===== src/common/status_pkg.sv =====
// constants, fault indices and state encoding for the status indicator encoder
// assumes a 50 MHz clock and slow pin-level inputs from the chair's monitors
// How it works
// - no fault, charge adequate: battery gauge lit steady, no flashing
// - low charge while working: battery gauge flashes slowly, driving still allowed
// - charging: gauge steps up; driving blocked until charger out and power cycled
// - system trip: all motion stopped, gauge flashes rapidly regardless of joystick
// - during a trip the fault class is the number of flashing bars
// - one bar: discharged battery or poor battery connection
// - two to five bars: left open, left short, right open, right short motor
// - six bars: external inhibit such as a connected charger stops driving
// - seven bars: joystick fault, including joystick off centre at power-on
// - eight control fault, nine brake open connection, ten supply overvoltage
// - cable communication fault and actuator trip each get their own distinct code
// - motor swap option exchanges left and right in the motor fault codes
// - speed mode: speed level n lights the n leftmost speed LEDs
// - profile mode: profile n lights only the nth LED from the left
// - locked system: speed/profile gauge ripples up and down
// - within one second of power-on the gauge settles steady or slow flashing
// - brakes release when joystick leaves rest, re-engage seconds after return
// - five speed levels, 1 lowest to 5 highest, shown on speed gauge
// - joystick held at power-on: ripple gauge, block motion, trip after five seconds
package status_pkg;

    localparam int N_BARS   = 10;
    localparam int N_LEDS   = 5;
    localparam int N_FAULTS = 12;
    localparam int MS_W     = 13;

    // clock rate and the millisecond tick derived from it
    localparam int CLK_NS     = 20;
    localparam int MS_NS      = 1000000;
    localparam int CYC_PER_MS = MS_NS / CLK_NS;

    // times in milliseconds unless the name says seconds
    localparam int SETTLE_S       = 1;
    localparam int JOY_TIMEOUT_S  = 5;
    localparam int STARTUP_MS_I   = 500;
    localparam int BRAKE_HOLD_MS_I = 1500;
    localparam logic [MS_W-1:0] SETTLE_MS      = MS_W'(SETTLE_S * 1000);
    localparam logic [MS_W-1:0] STARTUP_MS     = MS_W'(STARTUP_MS_I);
    localparam logic [MS_W-1:0] JOY_TIMEOUT_MS = MS_W'(JOY_TIMEOUT_S * 1000);
    localparam logic [MS_W-1:0] BRAKE_HOLD_MS  = MS_W'(BRAKE_HOLD_MS_I);
    localparam logic [MS_W-1:0] SLOW_HALF_MS   = 13'h1F4;
    localparam logic [MS_W-1:0] FAST_HALF_MS   = 13'h064;
    localparam logic [MS_W-1:0] STEP_MS        = 13'h0FA;
    localparam logic [MS_W-1:0] RIPPLE_MS      = 13'h050;

    // fault input bit positions; the reported bar count is index plus one
    localparam int FLT_BATT       = 0;
    localparam int FLT_LMOT_OPEN  = 1;
    localparam int FLT_LMOT_SHORT = 2;
    localparam int FLT_RMOT_OPEN  = 3;
    localparam int FLT_RMOT_SHORT = 4;
    localparam int FLT_INHIBIT    = 5;
    localparam int FLT_JOYSTICK   = 6;
    localparam int FLT_CONTROL    = 7;
    localparam int FLT_BRAKE      = 8;
    localparam int FLT_OVERVOLT   = 9;
    localparam int FLT_COMM       = 10;
    localparam int FLT_ACTUATOR   = 11;

    localparam logic [3:0] CODE_NONE     = 4'h0;
    localparam logic [3:0] CODE_JOYSTICK = 4'h7;
    localparam logic [3:0] CODE_COMM     = 4'hB;
    localparam logic [3:0] CODE_ACTUATOR = 4'hC;

    // antiphase bar masks for the two codes beyond ten bars
    localparam logic [N_BARS-1:0] MASK_ODD  = 10'h155;
    localparam logic [N_BARS-1:0] MASK_EVEN = 10'h2AA;
    localparam logic [N_BARS-1:0] MASK_LOW  = 10'h01F;
    localparam logic [N_BARS-1:0] MASK_HIGH = 10'h3E0;

    localparam logic [2:0] LEVEL_MIN = 3'h1;
    localparam logic [2:0] LEVEL_MAX = 3'h5;

    // gray coded along start, held, run, charge, trip
    typedef enum logic [2:0] {
        ST_START  = 3'h0,
        ST_HELD   = 3'h1,
        ST_RUN    = 3'h3,
        ST_CHARGE = 3'h2,
        ST_TRIP   = 3'h6
    } state_e;

endpackage


===== src/design/status_indicator_encoder.sv =====
// status display and drive inhibit logic for the chair's control system
// assumes all inputs are slow pin levels; reset is the power cycle
`timescale 1ns/1ps
`default_nettype none
module status_indicator_encoder #(
    parameter int CYC_MS = status_pkg::CYC_PER_MS
) (
    input  wire logic                             clock,            // 50 MHz clock
    input  wire logic                             sys_rst,          // sync reset, power cycle
    input  wire logic                             joystick_off_rest, // joystick deflected
    input  wire logic                             charger_present,  // charger plugged in
    input  wire logic                             battery_low,      // charge is low
    input  wire logic [3:0]                       battery_bars,     // estimated bars 0..10
    input  wire logic [status_pkg::N_FAULTS-1:0]  fault_in,         // fault monitor levels
    input  wire logic                             motor_swap,       // exchange motor sides
    input  wire logic                             profile_mode,     // show profile not speed
    input  wire logic [2:0]                       speed_level,      // speed or profile 1..5
    input  wire logic                             system_locked,    // control system locked
    output logic      [status_pkg::N_BARS-1:0]    batt_gauge,       // battery bars, 1 lit
    output logic      [status_pkg::N_LEDS-1:0]    speed_gauge,      // speed LEDs, 1 lit
    output logic                                  drive_enable,     // motion permitted
    output logic      [1:0]                       brake_release,    // per brake, 1 released
    output logic      [3:0]                       trip_code         // latched trip code
);
    import status_pkg::*;

    typedef struct packed {
        logic                joy_m;
        logic                joy;
        logic                chg_m;
        logic                chg;
        logic                low_m;
        logic                low;
        logic                swap_m;
        logic                swap;
        logic                prof_m;
        logic                prof;
        logic                lock_m;
        logic                lock;
        logic [N_FAULTS-1:0] flt_m;
        logic [N_FAULTS-1:0] flt;
        logic [3:0]          bars_m;
        logic [3:0]          bars;
        logic [2:0]          lvl_m;
        logic [2:0]          lvl;
        state_e              st;
        logic [MS_W-1:0]     st_ms;
        logic [MS_W-1:0]     brk_ms;
        logic [MS_W-1:0]     slow_ms;
        logic [MS_W-1:0]     fast_ms;
        logic [MS_W-1:0]     step_ms;
        logic [MS_W-1:0]     rip_ms;
        logic                slow_ph;
        logic                fast_ph;
        logic [3:0]          step_pos;
        logic [3:0]          rip_pos;
        logic                rip_down;
        logic [3:0]          code;
        logic [N_BARS-1:0]   batt;
        logic [N_LEDS-1:0]   speed;
        logic                drive;
        logic                brake;
    } ctl_s;

    ctl_s s;
    ctl_s next_s;
    logic tick;
    logic [2:0] lvl_c;
    logic [N_LEDS-1:0] spd_pat;

    // millisecond enable; the count is a parameter so simulation can shorten it
    tick_divider #(
        .DIV (CYC_MS)
    ) u_ms_tick (
        .clock   (clock),
        .sys_rst (sys_rst),
        .tick    (tick)
    );

    // advance a ms timer; top bit reports the wrap
    function automatic logic [MS_W:0] adv(input logic [MS_W-1:0] c,
                                          input logic [MS_W-1:0] lim);
        if (c >= lim - MS_W'(1)) begin
            adv = {1'h1, {MS_W{1'h0}}};
        end else begin
            adv = {1'h0, c + MS_W'(1)};
        end
    endfunction

    // n leftmost bars lit
    function automatic logic [N_BARS-1:0] therm(input logic [3:0] n);
        therm = '0;
        for (int i = 0; i < N_BARS; i++) begin
            therm[i] = (4'(i) < n);
        end
    endfunction

    // motor fault meanings exchanged when the side swap option is on
    function automatic logic [N_FAULTS-1:0] swap_sides(input logic [N_FAULTS-1:0] f);
        swap_sides                 = f;
        swap_sides[FLT_LMOT_OPEN]  = f[FLT_RMOT_OPEN];
        swap_sides[FLT_RMOT_OPEN]  = f[FLT_LMOT_OPEN];
        swap_sides[FLT_LMOT_SHORT] = f[FLT_RMOT_SHORT];
        swap_sides[FLT_RMOT_SHORT] = f[FLT_LMOT_SHORT];
    endfunction

    // lowest active fault index wins; bar count is index plus one
    function automatic logic [3:0] fault_code(input logic [N_FAULTS-1:0] f);
        fault_code = CODE_NONE;
        for (int i = N_FAULTS - 1; i >= 0; i--) begin
            if (f[i]) begin
                fault_code = 4'(i + 1);
            end
        end
    endfunction

    // trip display: counted bars flash rapidly; comm code alternates odd and even bars, actuator code alternates low and high halves
    function automatic logic [N_BARS-1:0] trip_pat(input logic [3:0] c, input logic ph);
        case (c)
            CODE_COMM:     trip_pat = ph ? MASK_ODD : MASK_EVEN;
            CODE_ACTUATOR: trip_pat = ph ? MASK_LOW : MASK_HIGH;
            default:       trip_pat = ph ? therm(c) : '0;
        endcase
    endfunction

    // speed level clamped into the five documented steps
    assign lvl_c = (s.lvl < LEVEL_MIN) ? LEVEL_MIN :
                   (s.lvl > LEVEL_MAX) ? LEVEL_MAX : s.lvl;

    // one speed LED per generate slot
    for (genvar g = 0; g < N_LEDS; g++) begin : g_spd
        always_comb begin
            if (s.lock) begin
                spd_pat[g] = (3'(g) == s.rip_pos[3:1]);
            end else if (s.prof) begin
                spd_pat[g] = (3'(g) + 3'h1 == lvl_c);
            end else begin
                spd_pat[g] = (3'(g) < lvl_c);
            end
        end
    end

    always_comb begin
        logic [MS_W:0]        a;
        logic [N_FAULTS-1:0]  fv;
        logic [3:0]           fc;
        logic                 ripple_step;
        a           = '0;
        fv          = '0;
        fc          = CODE_NONE;
        ripple_step = 1'h0;
        next_s      = s;

        // two-stage synchronisers for every pin level
        next_s.joy_m  = joystick_off_rest;
        next_s.joy    = s.joy_m;
        next_s.chg_m  = charger_present;
        next_s.chg    = s.chg_m;
        next_s.low_m  = battery_low;
        next_s.low    = s.low_m;
        next_s.swap_m = motor_swap;
        next_s.swap   = s.swap_m;
        next_s.prof_m = profile_mode;
        next_s.prof   = s.prof_m;
        next_s.lock_m = system_locked;
        next_s.lock   = s.lock_m;
        next_s.flt_m  = fault_in;
        next_s.flt    = s.flt_m;
        next_s.bars_m = battery_bars;
        next_s.bars   = s.bars_m;
        next_s.lvl_m  = speed_level;
        next_s.lvl    = s.lvl_m;

        // animation timers; periods are package constants since no rates are fixed
        if (tick) begin
            a = adv(s.slow_ms, SLOW_HALF_MS);
            next_s.slow_ms = a[MS_W-1:0];
            next_s.slow_ph = s.slow_ph ^ a[MS_W];
            a = adv(s.fast_ms, FAST_HALF_MS);
            next_s.fast_ms = a[MS_W-1:0];
            next_s.fast_ph = s.fast_ph ^ a[MS_W];
            a = adv(s.step_ms, STEP_MS);
            next_s.step_ms = a[MS_W-1:0];
            if (a[MS_W]) begin
                next_s.step_pos = (s.step_pos >= 4'(N_BARS)) ? 4'h1 : s.step_pos + 4'h1;
            end
            a = adv(s.rip_ms, RIPPLE_MS);
            next_s.rip_ms = a[MS_W-1:0];
            ripple_step   = a[MS_W];
        end
        // bounce the ripple position between the end bars
        if (ripple_step) begin
            if (!s.rip_down) begin
                if (s.rip_pos >= 4'(N_BARS - 1)) begin
                    next_s.rip_down = 1'h1;
                    next_s.rip_pos  = s.rip_pos - 4'h1;
                end else begin
                    next_s.rip_pos = s.rip_pos + 4'h1;
                end
            end else begin
                if (s.rip_pos == 4'h0) begin
                    next_s.rip_down = 1'h0;
                    next_s.rip_pos  = 4'h1;
                end else begin
                    next_s.rip_pos = s.rip_pos - 4'h1;
                end
            end
        end

        fv = s.swap ? swap_sides(s.flt) : s.flt;
        fc = fault_code(fv);

        // state timer restarts on every state change below except the illegal-state fallback
        if (tick && s.st_ms != {MS_W{1'h1}}) begin
            next_s.st_ms = s.st_ms + MS_W'(1);
        end

        case (s.st)
            ST_START: begin
                if (fc != CODE_NONE) begin
                    next_s.st    = ST_TRIP;
                    next_s.code  = fc;
                    next_s.st_ms = '0;
                end else if (s.joy) begin
                    next_s.st    = ST_HELD;
                    next_s.st_ms = '0;
                end else if (tick && s.st_ms >= STARTUP_MS - MS_W'(1)) begin
                    // blink time is well inside the one second settle bound
                    next_s.st    = s.chg ? ST_CHARGE : ST_RUN;
                    next_s.st_ms = '0;
                end
            end
            ST_HELD: begin
                if (fc != CODE_NONE) begin
                    next_s.st    = ST_TRIP;
                    next_s.code  = fc;
                    next_s.st_ms = '0;
                end else if (tick && s.st_ms >= JOY_TIMEOUT_MS - MS_W'(1)) begin
                    next_s.st    = ST_TRIP;
                    next_s.code  = CODE_JOYSTICK;
                    next_s.st_ms = '0;
                end else if (!s.joy) begin
                    next_s.st    = s.chg ? ST_CHARGE : ST_RUN;
                    next_s.st_ms = '0;
                end
            end
            ST_RUN: begin
                if (fc != CODE_NONE) begin
                    next_s.st    = ST_TRIP;
                    next_s.code  = fc;
                    next_s.st_ms = '0;
                end else if (s.chg) begin
                    next_s.st       = ST_CHARGE;
                    next_s.step_pos = 4'h1;
                    next_s.st_ms    = '0;
                end
            end
            ST_CHARGE: begin
                // left only by a trip or a power cycle, even after unplugging
                if (fc != CODE_NONE) begin
                    next_s.st    = ST_TRIP;
                    next_s.code  = fc;
                    next_s.st_ms = '0;
                end
            end
            ST_TRIP: begin
                next_s.st = ST_TRIP;
            end
            default: begin
                next_s.st   = ST_TRIP;
                next_s.code = CODE_CONTROL_FALLBACK();
            end
        endcase

        // battery gauge per state, from the state being entered
        case (next_s.st)
            ST_START:  next_s.batt = '0;
            ST_HELD:   next_s.batt = therm(4'h1) << next_s.rip_pos;
            ST_RUN:    next_s.batt = (s.low && !s.slow_ph) ? '0 :
                                     therm(s.bars);
            ST_CHARGE: next_s.batt = therm(next_s.step_pos);
            ST_TRIP:   next_s.batt = trip_pat(next_s.code, s.fast_ph);
            default:   next_s.batt = '0;
        endcase

        next_s.speed = spd_pat;
        next_s.drive = (next_s.st == ST_RUN);

        // brakes follow the joystick only while driving is permitted
        if (next_s.st != ST_RUN) begin
            next_s.brake  = 1'h0;
            next_s.brk_ms = '0;
        end else if (s.joy) begin
            next_s.brake  = 1'h1;
            next_s.brk_ms = '0;
        end else if (s.brake && tick) begin
            a = adv(s.brk_ms, BRAKE_HOLD_MS);
            next_s.brk_ms = a[MS_W-1:0];
            if (a[MS_W]) begin
                next_s.brake = 1'h0;
            end
        end
    end

    // an illegal state code is treated as an internal control fault
    function automatic logic [3:0] CODE_CONTROL_FALLBACK();
        CODE_CONTROL_FALLBACK = 4'(FLT_CONTROL + 1);
    endfunction

    always_ff @(posedge clock) begin
        if (sys_rst) begin
            s <= '0;
        end else begin
            s <= next_s;
        end
    end

    assign batt_gauge    = s.batt;
    assign speed_gauge   = s.speed;
    assign drive_enable  = s.drive;
    assign brake_release = {2{s.brake}};
    assign trip_code     = s.code;
endmodule
`default_nettype wire


===== src/design/tick_divider.sv =====
// divider giving a one-cycle enable pulse every DIV clocks
// assumes a single clock domain and synchronous reset
`timescale 1ns/1ps
`default_nettype none
module tick_divider #(
    parameter int DIV = 50000
) (
    input  wire logic clock,   // system clock
    input  wire logic sys_rst, // synchronous reset, high
    output logic      tick     // one-cycle enable pulse
);
    localparam int W = (DIV > 1) ? $clog2(DIV) : 1;

    typedef struct packed {
        logic [W-1:0] cnt;
        logic         tick;
    } div_s;

    div_s s;
    div_s next_s;

    // count up one period, then fire a single pulse
    always_comb begin
        next_s      = s;
        next_s.tick = 1'h0;
        if (s.cnt == W'(DIV - 1)) begin
            next_s.cnt  = '0;
            next_s.tick = 1'h1;
        end else begin
            next_s.cnt = s.cnt + W'(1);
        end
    end

    always_ff @(posedge clock) begin
        if (sys_rst) begin
            s <= '0;
        end else begin
            s <= next_s;
        end
    end

    assign tick = s.tick;
endmodule
`default_nettype wire


===== config.mk =====
export PLATFORM = sky130hd
export DESIGN_NAME = status_indicator_encoder
export DESIGN_NICKNAME = d
export VERILOG_FILES = /design/src/common/status_pkg.sv /design/src/design/status_indicator_encoder.sv /design/src/design/tick_divider.sv
export SDC_FILE = /design/constraint.sdc
export NUM_CORES = 1
export LEC_CHECK = 0
export BUFFER_PORTS_ARGS = -buffer_cell sky130_fd_sc_hd__buf_4
export CORE_MARGIN = 5
export CORE_UTILIZATION = 34
export DETAILED_ROUTE_END_ITERATION = 16
export SLEW_MARGIN = 20
export SYNTH_ARGS = -nofsm -noshare
export SYNTH_HDL_FRONTEND = slang
export SYNTH_HIERARCHICAL = 1
export SYNTH_SLANG_ARGS = --single-unit

===== constraint.sdc =====
create_clock -name clock -period 4.4 [get_ports clock]
set_input_delay 0.22 -clock clock [delete_from_list [all_inputs] [get_ports clock]]
set_output_delay 0.22 -clock clock [all_outputs]
set_load 0.03 [all_outputs]

==> metrics.log, run 1 <==
INFO  metric core.rowCount = 57
INFO  metric synth_top_area_share = 43.06%
INFO  metric seq_area_frac_synth = 43.06%
INFO  metric place.gp.congestion = 0.8382
INFO  metric cts_num_sinks = 180
INFO  metric postRouteWirelength = 16.74 mm
INFO  metric ir_worst_vdd = 0.2426 mV
INFO  metric worst-path-max-fanout = 35
INFO  metric post_cts_sizing_count = 0
INFO  metric critical_path.startpoint_type = register
INFO  metric slew-limit-headroom = 34.63%
INFO  metric core_area = 0.02425 mm^2
INFO  metric max_freq = 361.1 MHz
INFO  metric cts_hold_buf = 19
INFO  metric synth.yosys.warnings = 6
INFO  metric share_comb_of_total_power = 6.8%
INFO  metric setup_slack = 1.630 ns
INFO  metric leading_cell_types_in_the_layout_fill_and_taps_excluded = 180 x sky130_fd_sc_hd__dfxtp_1, 157 x sky130_fd_sc_hd__nor2_1, 68 x sky130_fd_sc_hd__nand2_1, 56 x sky130_fd_sc_hd__nor2b_1, 49 x sky130_fd_sc_hd__buf_4
INFO  metric synthesized_area_divided_by_synthesized_cell_count = 8.691 um^2
INFO  metric netlist_area = 0.008369 mm^2
INFO  metric globalRoute.totalOverflow = 0
INFO  metric net_count_after_synthesis = 1003
INFO  metric final-max-slew-violation-count = 0
INFO  metric instances_no_fill = 1331
INFO  metric register_bit_total_from_synthesis = 180
INFO  metric ys.flop_type = sky130_fd_sc_hd__dfxtp_1
INFO  metric clkLatencyLatePin = 0.42 ns
INFO  metric nNetsFinal = 1034
INFO  metric period_needed = 2.770 ns
INFO  metric synthArstFlopShare = 0%
INFO  metric clk_pin_slew = 0.07 ns
INFO  metric power.density = 366.5 mW/mm^2
INFO  metric placedInstanceArea = 0.008831 mm^2
INFO  metric total_power = 3.536 mW
INFO  metric most_common_cell_after_layout_fill_and_taps_aside = sky130_fd_sc_hd__dfxtp_1
INFO  metric fin_worst_skew = 0.009862 ns
INFO  metric n_antenna_cell = 0
INFO  metric hold_violations = 0
INFO  metric growth_of_design_area_from_synthesis_to_finish = 15.29%
INFO  metric synth_top_area_cell = sky130_fd_sc_hd__dfxtp_1
INFO  metric worst-endpoint-arrival = 3.11 ns
INFO  metric place.port_buffers = 48
INFO  metric antenna_violations_before_repair = 0
INFO  metric design.die.area = 0.02785 mm^2
INFO  metric gr-usage-all-layers = 12.10%
INFO  metric die-height = 166.9 um
INFO  metric hpwlAfterDp = 11.38 mm
INFO  metric number_of_max_cap_violations = 0
INFO  metric timing.hold.worst.class = in2reg
INFO  metric detailedPlace.worstSlack = 1.670 ns
INFO  metric rsz0062_at_grt = false
INFO  metric routed-via-count = 6472
INFO  metric instance_count_of_the_mapped_netlist = 963
INFO  metric htree_levels = 4
INFO  metric final.period_utilization = 62.95%
INFO  metric timing.setup.tns = 0 ns
INFO  metric cell_internal_pwr = 2.726 mW
INFO  metric count_of_final_setup_violators = 0
INFO  metric post-cts-setup-buffer-count = 0
INFO  metric synth_cell_type_count = 84
INFO  metric drtPass1Iterations = 5
INFO  metric clk_path_buf_depth = 2
INFO  metric grt_start_max_net_pins = 86
INFO  metric global_route_wire_length_before_repair = 28.67 mm
INFO  metric kind_of_critical_path = reg2reg
INFO  metric grt_pass1_vias = 5970
INFO  metric clock-root-buffer = sky130_fd_sc_hd__clkbuf_16
INFO  metric worst_pin_slew = 0.9786 ns
INFO  metric final_design_instance_area_without_fill = 0.009649 mm^2
INFO  metric fin_util = 39.79%
INFO  metric initial_core_util = 34.51%
INFO  metric fin_worst_hold_slack = 0.01278 ns
INFO  metric critPathRequiredTime = 4.74 ns
INFO  metric detail-route-antenna-nets = 0
INFO  metric synth_enable_flop_cells = 0
INFO  metric cts_made_buffers = 17
INFO  metric drc = 0
INFO  metric dp.cells = 1280
INFO  metric yosys-top-cells-area = sky130_fd_sc_hd__dfxtp_1 43%, sky130_fd_sc_hd__nor2_1 7.0%, sky130_fd_sc_hd__xor2_1 5.0%, sky130_fd_sc_hd__nor2b_1 4.2%, sky130_fd_sc_hd__nand2_1 3.0%
INFO  metric outcome = finished, final reports clean
INFO  metric drive_gt1_share = 11.52%
INFO  metric cts_tree = built
INFO  metric p_sw_share = 22.91%
INFO  metric clkPwrFrac = 45.3%
INFO  metric total_leakage_power = 3.557 nW
INFO  metric crit_path_end_kind = register
INFO  metric power_switching = 0.8101 mW
INFO  metric seq_power_share = 47.9%
INFO  metric io_pins = 49
INFO  metric routed_wire_length_per_instance = 12.58 um
INFO  metric dr.first_iter.drc_count = 486
INFO  metric die_outline_width = 166.9 um
INFO  metric drt-vias-per-instance = 4.863
## cell usage after synthesis, types with 12 or more instances
cell and number:
sky130_fd_sc_hd__clkbuf_1 26, sky130_fd_sc_hd__xnor2_1 29, sky130_fd_sc_hd__nor2b_1 56, sky130_fd_sc_hd__dfxtp_1 180
sky130_fd_sc_hd__nor3_1 18, sky130_fd_sc_hd__and3_1 12, sky130_fd_sc_hd__o21ai_0 27, sky130_fd_sc_hd__nand4_1 22
sky130_fd_sc_hd__a21oi_1 43, sky130_fd_sc_hd__ha_1 13, sky130_fd_sc_hd__nand2_1 68, sky130_fd_sc_hd__nor2_1 157
sky130_fd_sc_hd__inv_1 20, sky130_fd_sc_hd__xor2_1 48, sky130_fd_sc_hd__buf_4 22, sky130_fd_sc_hd__nand3_1 38
## worst paths after layout
path                   from             to  slack [ns]  cells past startpoint
max          u_ms_tick/tick  batt_gauge[3]        1.63                      9
min reg2reg     next_s[157]         s[157]        0.43                      1
max reg2reg  u_ms_tick/tick  batt_gauge[3]        1.63                      9
min             fault_in[3]    next_s[130]        0.01                      2
## flip-flops by register name (all words and copies together), names as in the netlist
| register | flops |
|---|---|
| trip_code | 4 |
| drive_enable | 1 |
| speed_gauge | 5 |
| s | 117 |
| u_ms_tick/tick | 1 |
| brake_release | 1 |
| next_s | 25 |
| batt_gauge | 10 |
| u_ms_tick/s | 16 |
## cells by family after synthesis
logic type,after synthesis,share of synthesized area [%]
buffers and inverters,76,4.619
AND/OR/NAND/NOR,445,27.55
flip-flops,180,43.06
adder cells (fa/ha/maj),13,1.944
AO/OA/AOI/OAI,166,14.04
XOR/XNOR,77,8.058
multiplexers,6,0.7326
## worst max-delay path: stages, from the launching register on
cell                       delay [ns]
sky130_fd_sc_hd__dfxtp_1         0.34
sky130_fd_sc_hd__buf_4           0.34
sky130_fd_sc_hd__and3_1          0.28
sky130_fd_sc_hd__nand3_1         0.09
sky130_fd_sc_hd__o21ai_1         0.45
sky130_fd_sc_hd__mux2i_1         0.29
sky130_fd_sc_hd__or3_4           0.42
sky130_fd_sc_hd__nor2b_4         0.17
sky130_fd_sc_hd__a211oi_1        0.09
sky130_fd_sc_hd__a21oi_1         0.20
## power by group through the flow
stage	clock [mW]	combinational [mW]	sequential, mW
global route	1.72	0.264	1.70
global placement	0	0.226	1.73
finish	1.60	0.239	1.69
detailed placement	0	0.226	1.73
CTS	1.65	0.240	1.69
floorplan	0	0.186	1.72
## per-layer routing
layer	vias to the layer above	wire (um)	track usage [%]	share of wire, %
met1	2939	8437	16.73	50
met5	-	0	0	0
met2	130	7501	18.97	45
li1	3387	-	-	-
met4	0	164	3.842	0.98
met3	16	637	2.536	3.8
## final cells by class
type                            instances  area, um^2
Clock buffer                           21       480.5
Tap cell                              324       405.4
Fill cell                            2407       14600
Multi-Input combinational cell        707        4379
Timing Repair Buffer                   68       558.0
Inverter                               20       75.07
Sequential cell                       180        3603
Clock inverter                         11       147.6
Power figures use the tool's default switching activity.
==> run 2, diff against run 1 <==
clock period = 2.2 ns   (was 4.4 ns; I/O delays follow)
==> run 2 against run 1 <==
The flow now finishes with violations (setup timing). Clock skew is 0.0023 ns higher. First-iteration DRC count fell by 6.6%. Cell area grew 13%. Final cell count rose by 9.5%. Worst hold slack better by 0.085 ns. Maximum frequency rose by 18%. Total power is 99% higher. Critical endpoint is now batt_gauge[5]. Highest routed layer unchanged.
==> metrics.log, run 2 (same netlist as run 1, synthesis figures left out) <==
INFO  metric fin_worst_skew = 0.01213 ns (+0.002266 ns)
INFO  metric final.period_utilization = 106.5% (+44 points)
INFO  metric crit_path_end_kind = register
INFO  metric final.fill_count = 2326 (-3.4%)
INFO  metric seq_power_share = 48.1% (+0.2 points)
INFO  metric cts_num_sinks = 180 (unchanged)
INFO  metric place.port_buffers = 48 (unchanged)
INFO  metric dr.first_iter.drc_count = 454 (-6.6%)
INFO  metric routed-via-count = 7006 (+8.3%)
INFO  metric n_antenna_cell = 0 (unchanged)
INFO  metric kind_of_critical_path = reg2reg
INFO  metric count_of_final_setup_violators = 12 (+12)
INFO  metric final_design_instance_area_without_fill = 0.01090 mm^2 (+13%)
INFO  metric htree_levels = 4 (unchanged)
INFO  metric outcome = finished with violations
INFO  metric share_comb_of_total_power = 9.5% (+2.7 points)
INFO  metric drt-vias-per-instance = 4.805 (-1.2%)
INFO  metric power.density = 645.7 mW/mm^2 (+76%)
INFO  metric hpwlAfterDp = 12.77 mm (+12%)
INFO  metric hold_path_end = s[31]
INFO  metric design.die.area = 0.02785 mm^2 (unchanged)
INFO  metric core.rowCount = 57 (unchanged)
INFO  metric initial_core_util = 34.51% (unchanged)
INFO  metric worstHoldStart = sys_rst
INFO  metric drtPass1Iterations = 5 (unchanged)
INFO  metric drc = 0 (unchanged)
INFO  metric critical_path_buf_inv_count = 1 (unchanged)
INFO  metric max_flop_register = s
INFO  metric cell_internal_pwr = 5.335 mW (+96%)
INFO  metric worst_r2r_end = batt_gauge[5]
INFO  metric timing.critical_path.slowest_cell_delay = 0.39 ns (-0.06 ns)
INFO  metric place.gp.congestion = 0.8889 (+6.0%)
INFO  metric power_switching = 1.703 mW (+110%)
INFO  metric ir_worst_vdd = 0.3369 mV (+39%)
INFO  metric cell_type_of_the_slowest_stage_on_the_worst_timing_path = sky130_fd_sc_hd__o311ai_4
INFO  metric final-max-slew-violation-count = 0 (unchanged)
INFO  metric timing.setup.tns = -1.066 ns (-1.066 ns)
INFO  metric clkPwrFrac = 42.4% (-2.9 points)
INFO  metric failed_checks = setup timing
INFO  metric grt_start_max_net_pins = 39 (-55%)
INFO  metric fin_worst_hold_slack = 0.09808 ns (+0.08530 ns)
INFO  metric whs_path_depth = 2 (unchanged)
INFO  metric clk_pin_slew = 0.07 ns (about the same)
INFO  metric p_sw_share = 24.20% (+1.3 points)
INFO  metric clk_path_buf_depth = 2 (unchanged)
INFO  metric cp_top_family = simple AND/OR/NAND/NOR gates
INFO  metric worst-path-max-fanout = 5 (-86%)
INFO  metric clkLatencyLatePin = 0.44 ns (+0.02 ns)
INFO  metric total_power = 7.039 mW (+99%)
INFO  metric timing.hold.worst.class = in2reg
INFO  metric worst-endpoint-arrival = 2.64 ns (-0.47 ns)
INFO  metric globalRoute.totalOverflow = 0 (unchanged)
INFO  metric growth_of_design_area_from_synthesis_to_finish = 30.24%
INFO  metric fin_util = 44.95% (+5.2 points)
INFO  metric rsz0062_at_grt = true
INFO  metric timing.reg2reg.worst_path_depth = 9 (unchanged)
INFO  metric origin_of_the_critical_flop_to_flop_path = s[134]
INFO  metric list_of_cells_traversed_by_the_critical_path = nor4_4, buf_4, nand4_4, o311ai_4, a21o_1, nor2_1, or3_4, a31oi_1, o31ai_1
INFO  metric most_common_cell_after_layout_fill_and_taps_aside = sky130_fd_sc_hd__dfxtp_1
INFO  metric worst-r2r-setup-slack = -0.14 ns (-1.77 ns)
INFO  metric max_freq = 427.0 MHz (+18%)
INFO  metric io_pins = 49 (unchanged)
INFO  metric nNetsFinal = 1162 (+12%)
INFO  metric critical_path.startpoint_type = register
INFO  metric routed_wire_length_per_instance = 12.40 um (-1.4%)
INFO  metric largest_register_ff_count = 117 (unchanged)
INFO  metric setup_slack = -0.1420 ns (-1.772 ns)
INFO  metric drive_gt1_share = 25.31% (+14 points)
INFO  metric hold_violations = 0 (unchanged)
INFO  metric die_outline_width = 166.9 um (unchanged)
INFO  metric global_route_wire_length_before_repair = 31.30 mm (+9.2%)
INFO  metric cts_made_buffers = 17 (unchanged)
INFO  metric detail-route-antenna-nets = 0 (unchanged)
INFO  metric gr-usage-all-layers = 13.13% (+1.0 points)
INFO  metric number_of_max_cap_violations = 0 (unchanged)
INFO  metric antenna_violations_before_repair = 0 (unchanged)
INFO  metric core_area = 0.02425 mm^2 (unchanged)
INFO  metric critPathRequiredTime = 2.50 ns (-2.24 ns)
INFO  metric total_leakage_power = 4.243 nW (+19%)
INFO  metric die-height = 166.9 um (unchanged)
INFO  metric placedInstanceArea = 0.009667 mm^2 (+9.5%)
INFO  metric postRouteWirelength = 18.07 mm (+8.0%)
INFO  metric grt_pass1_vias = 6643 (+11%)
INFO  metric slew-limit-headroom = 64.61% (+30 points)
INFO  metric cts_tree = built
INFO  metric worst_pin_slew = 0.5260 ns (-0.4526 ns)
INFO  metric period_needed = 2.342 ns (-0.4277 ns)
INFO  metric leading_cell_types_in_the_layout_fill_and_taps_excluded = 169 x sky130_fd_sc_hd__dfxtp_1, 162 x sky130_fd_sc_hd__buf_4, 153 x sky130_fd_sc_hd__nor2_1, 68 x sky130_fd_sc_hd__nand2_1, 55 x sky130_fd_sc_hd__nor2b_1
INFO  metric clock-root-buffer = sky130_fd_sc_hd__clkbuf_16
## run 2: cell count changes in the layout (fill, tap and decap cells not counted), moves of 4 or more
cell / delta
sky130_fd_sc_hd__buf_6: +6
sky130_fd_sc_hd__dfxtp_2: +11
sky130_fd_sc_hd__o21ai_0: -5
sky130_fd_sc_hd__buf_4: +113
sky130_fd_sc_hd__nor2_1: -4
sky130_fd_sc_hd__dfxtp_1: -11
sky130_fd_sc_hd__dlygate4sd3_1: +6
## run 2: metal layers
metal	GRT usage, %	part of all wire, %	vias up
met5	0	0	-
met4	3.664	1.1	0
met3	2.821	3.6	21
met2	21.56	46	124
met1	17.50	50	3205
li1	-	-	3656
## run 2: what timing repair did
action | 4_1_cts | 5_1_grt
gates cloned | 2 | 0
endpoints found under the hold margin | 25 | 0
resized for setup | 55 | 16
pin swaps | 21 | 8
endpoints found under the setup margin | 24 | 37
buffers inserted | 11 | 3
hold buffers | 25 | 0
## run 2: worst reg2reg max path, delay by kind of cell (launching register included)
family                 cells  cell delay [ns]
AO/OA/AOI/OAI              4             0.79
flip-flops                 1             0.33
buffers and inverters      1             0.18
AND/OR/NAND/NOR            4             0.91
## run 2: per-stage QoR
| step | instances | setup WS (ns) |
|---|---|---|
| floorplan | 963 | -0.01230 |
| global placement | 1386 | -0.3526 |
| detailed placement | 1386 | -0.2932 |
| CTS | 1455 | -0.1259 |
| global route | 1458 | -0.2647 |
| finish | 1458 | -0.1420 |
## run 2: how the worst max path moves through the flow
stage,start,end,slack [ns],cells past startpoint
finish,s[134],batt_gauge[5],-0.14,9
global route,s[41],batt_gauge[5],-0.26,10
CTS,s[108],batt_gauge[3],-0.13,8
detailed placement,s[100],batt_gauge[2],-0.29,11
global placement,s[100],batt_gauge[0],-0.35,9
floorplan,s[41],batt_gauge[5],-0.01,10
## run 2: power by group through the flow
| stage | logic, mW | registers [mW] | clock network, mW |
|---|---|---|---|
| 5_1_grt | 0.723 | 3.40 | 3.22 |
| 3_3_place_gp | 0.561 | 3.46 | 0 |
| 2_1_floorplan | 0.375 | 3.43 | 0 |
| 6_report | 0.668 | 3.39 | 2.98 |
| 4_1_cts | 0.653 | 3.39 | 3.09 |
| 3_5_place_dp | 0.564 | 3.46 | 0 |
## run 2: cell type report
cell class              count  area [um^2]  area share, %
clock buffers              20        466.7          4.281
clock inverters            11        116.4          1.067
inverters                  20        75.07         0.6887
multi-input cells         708         4661          42.76
flip-flops and latches    180         3617          33.18
well taps                 324        405.4          3.719
repair buffers            195         1559          14.30
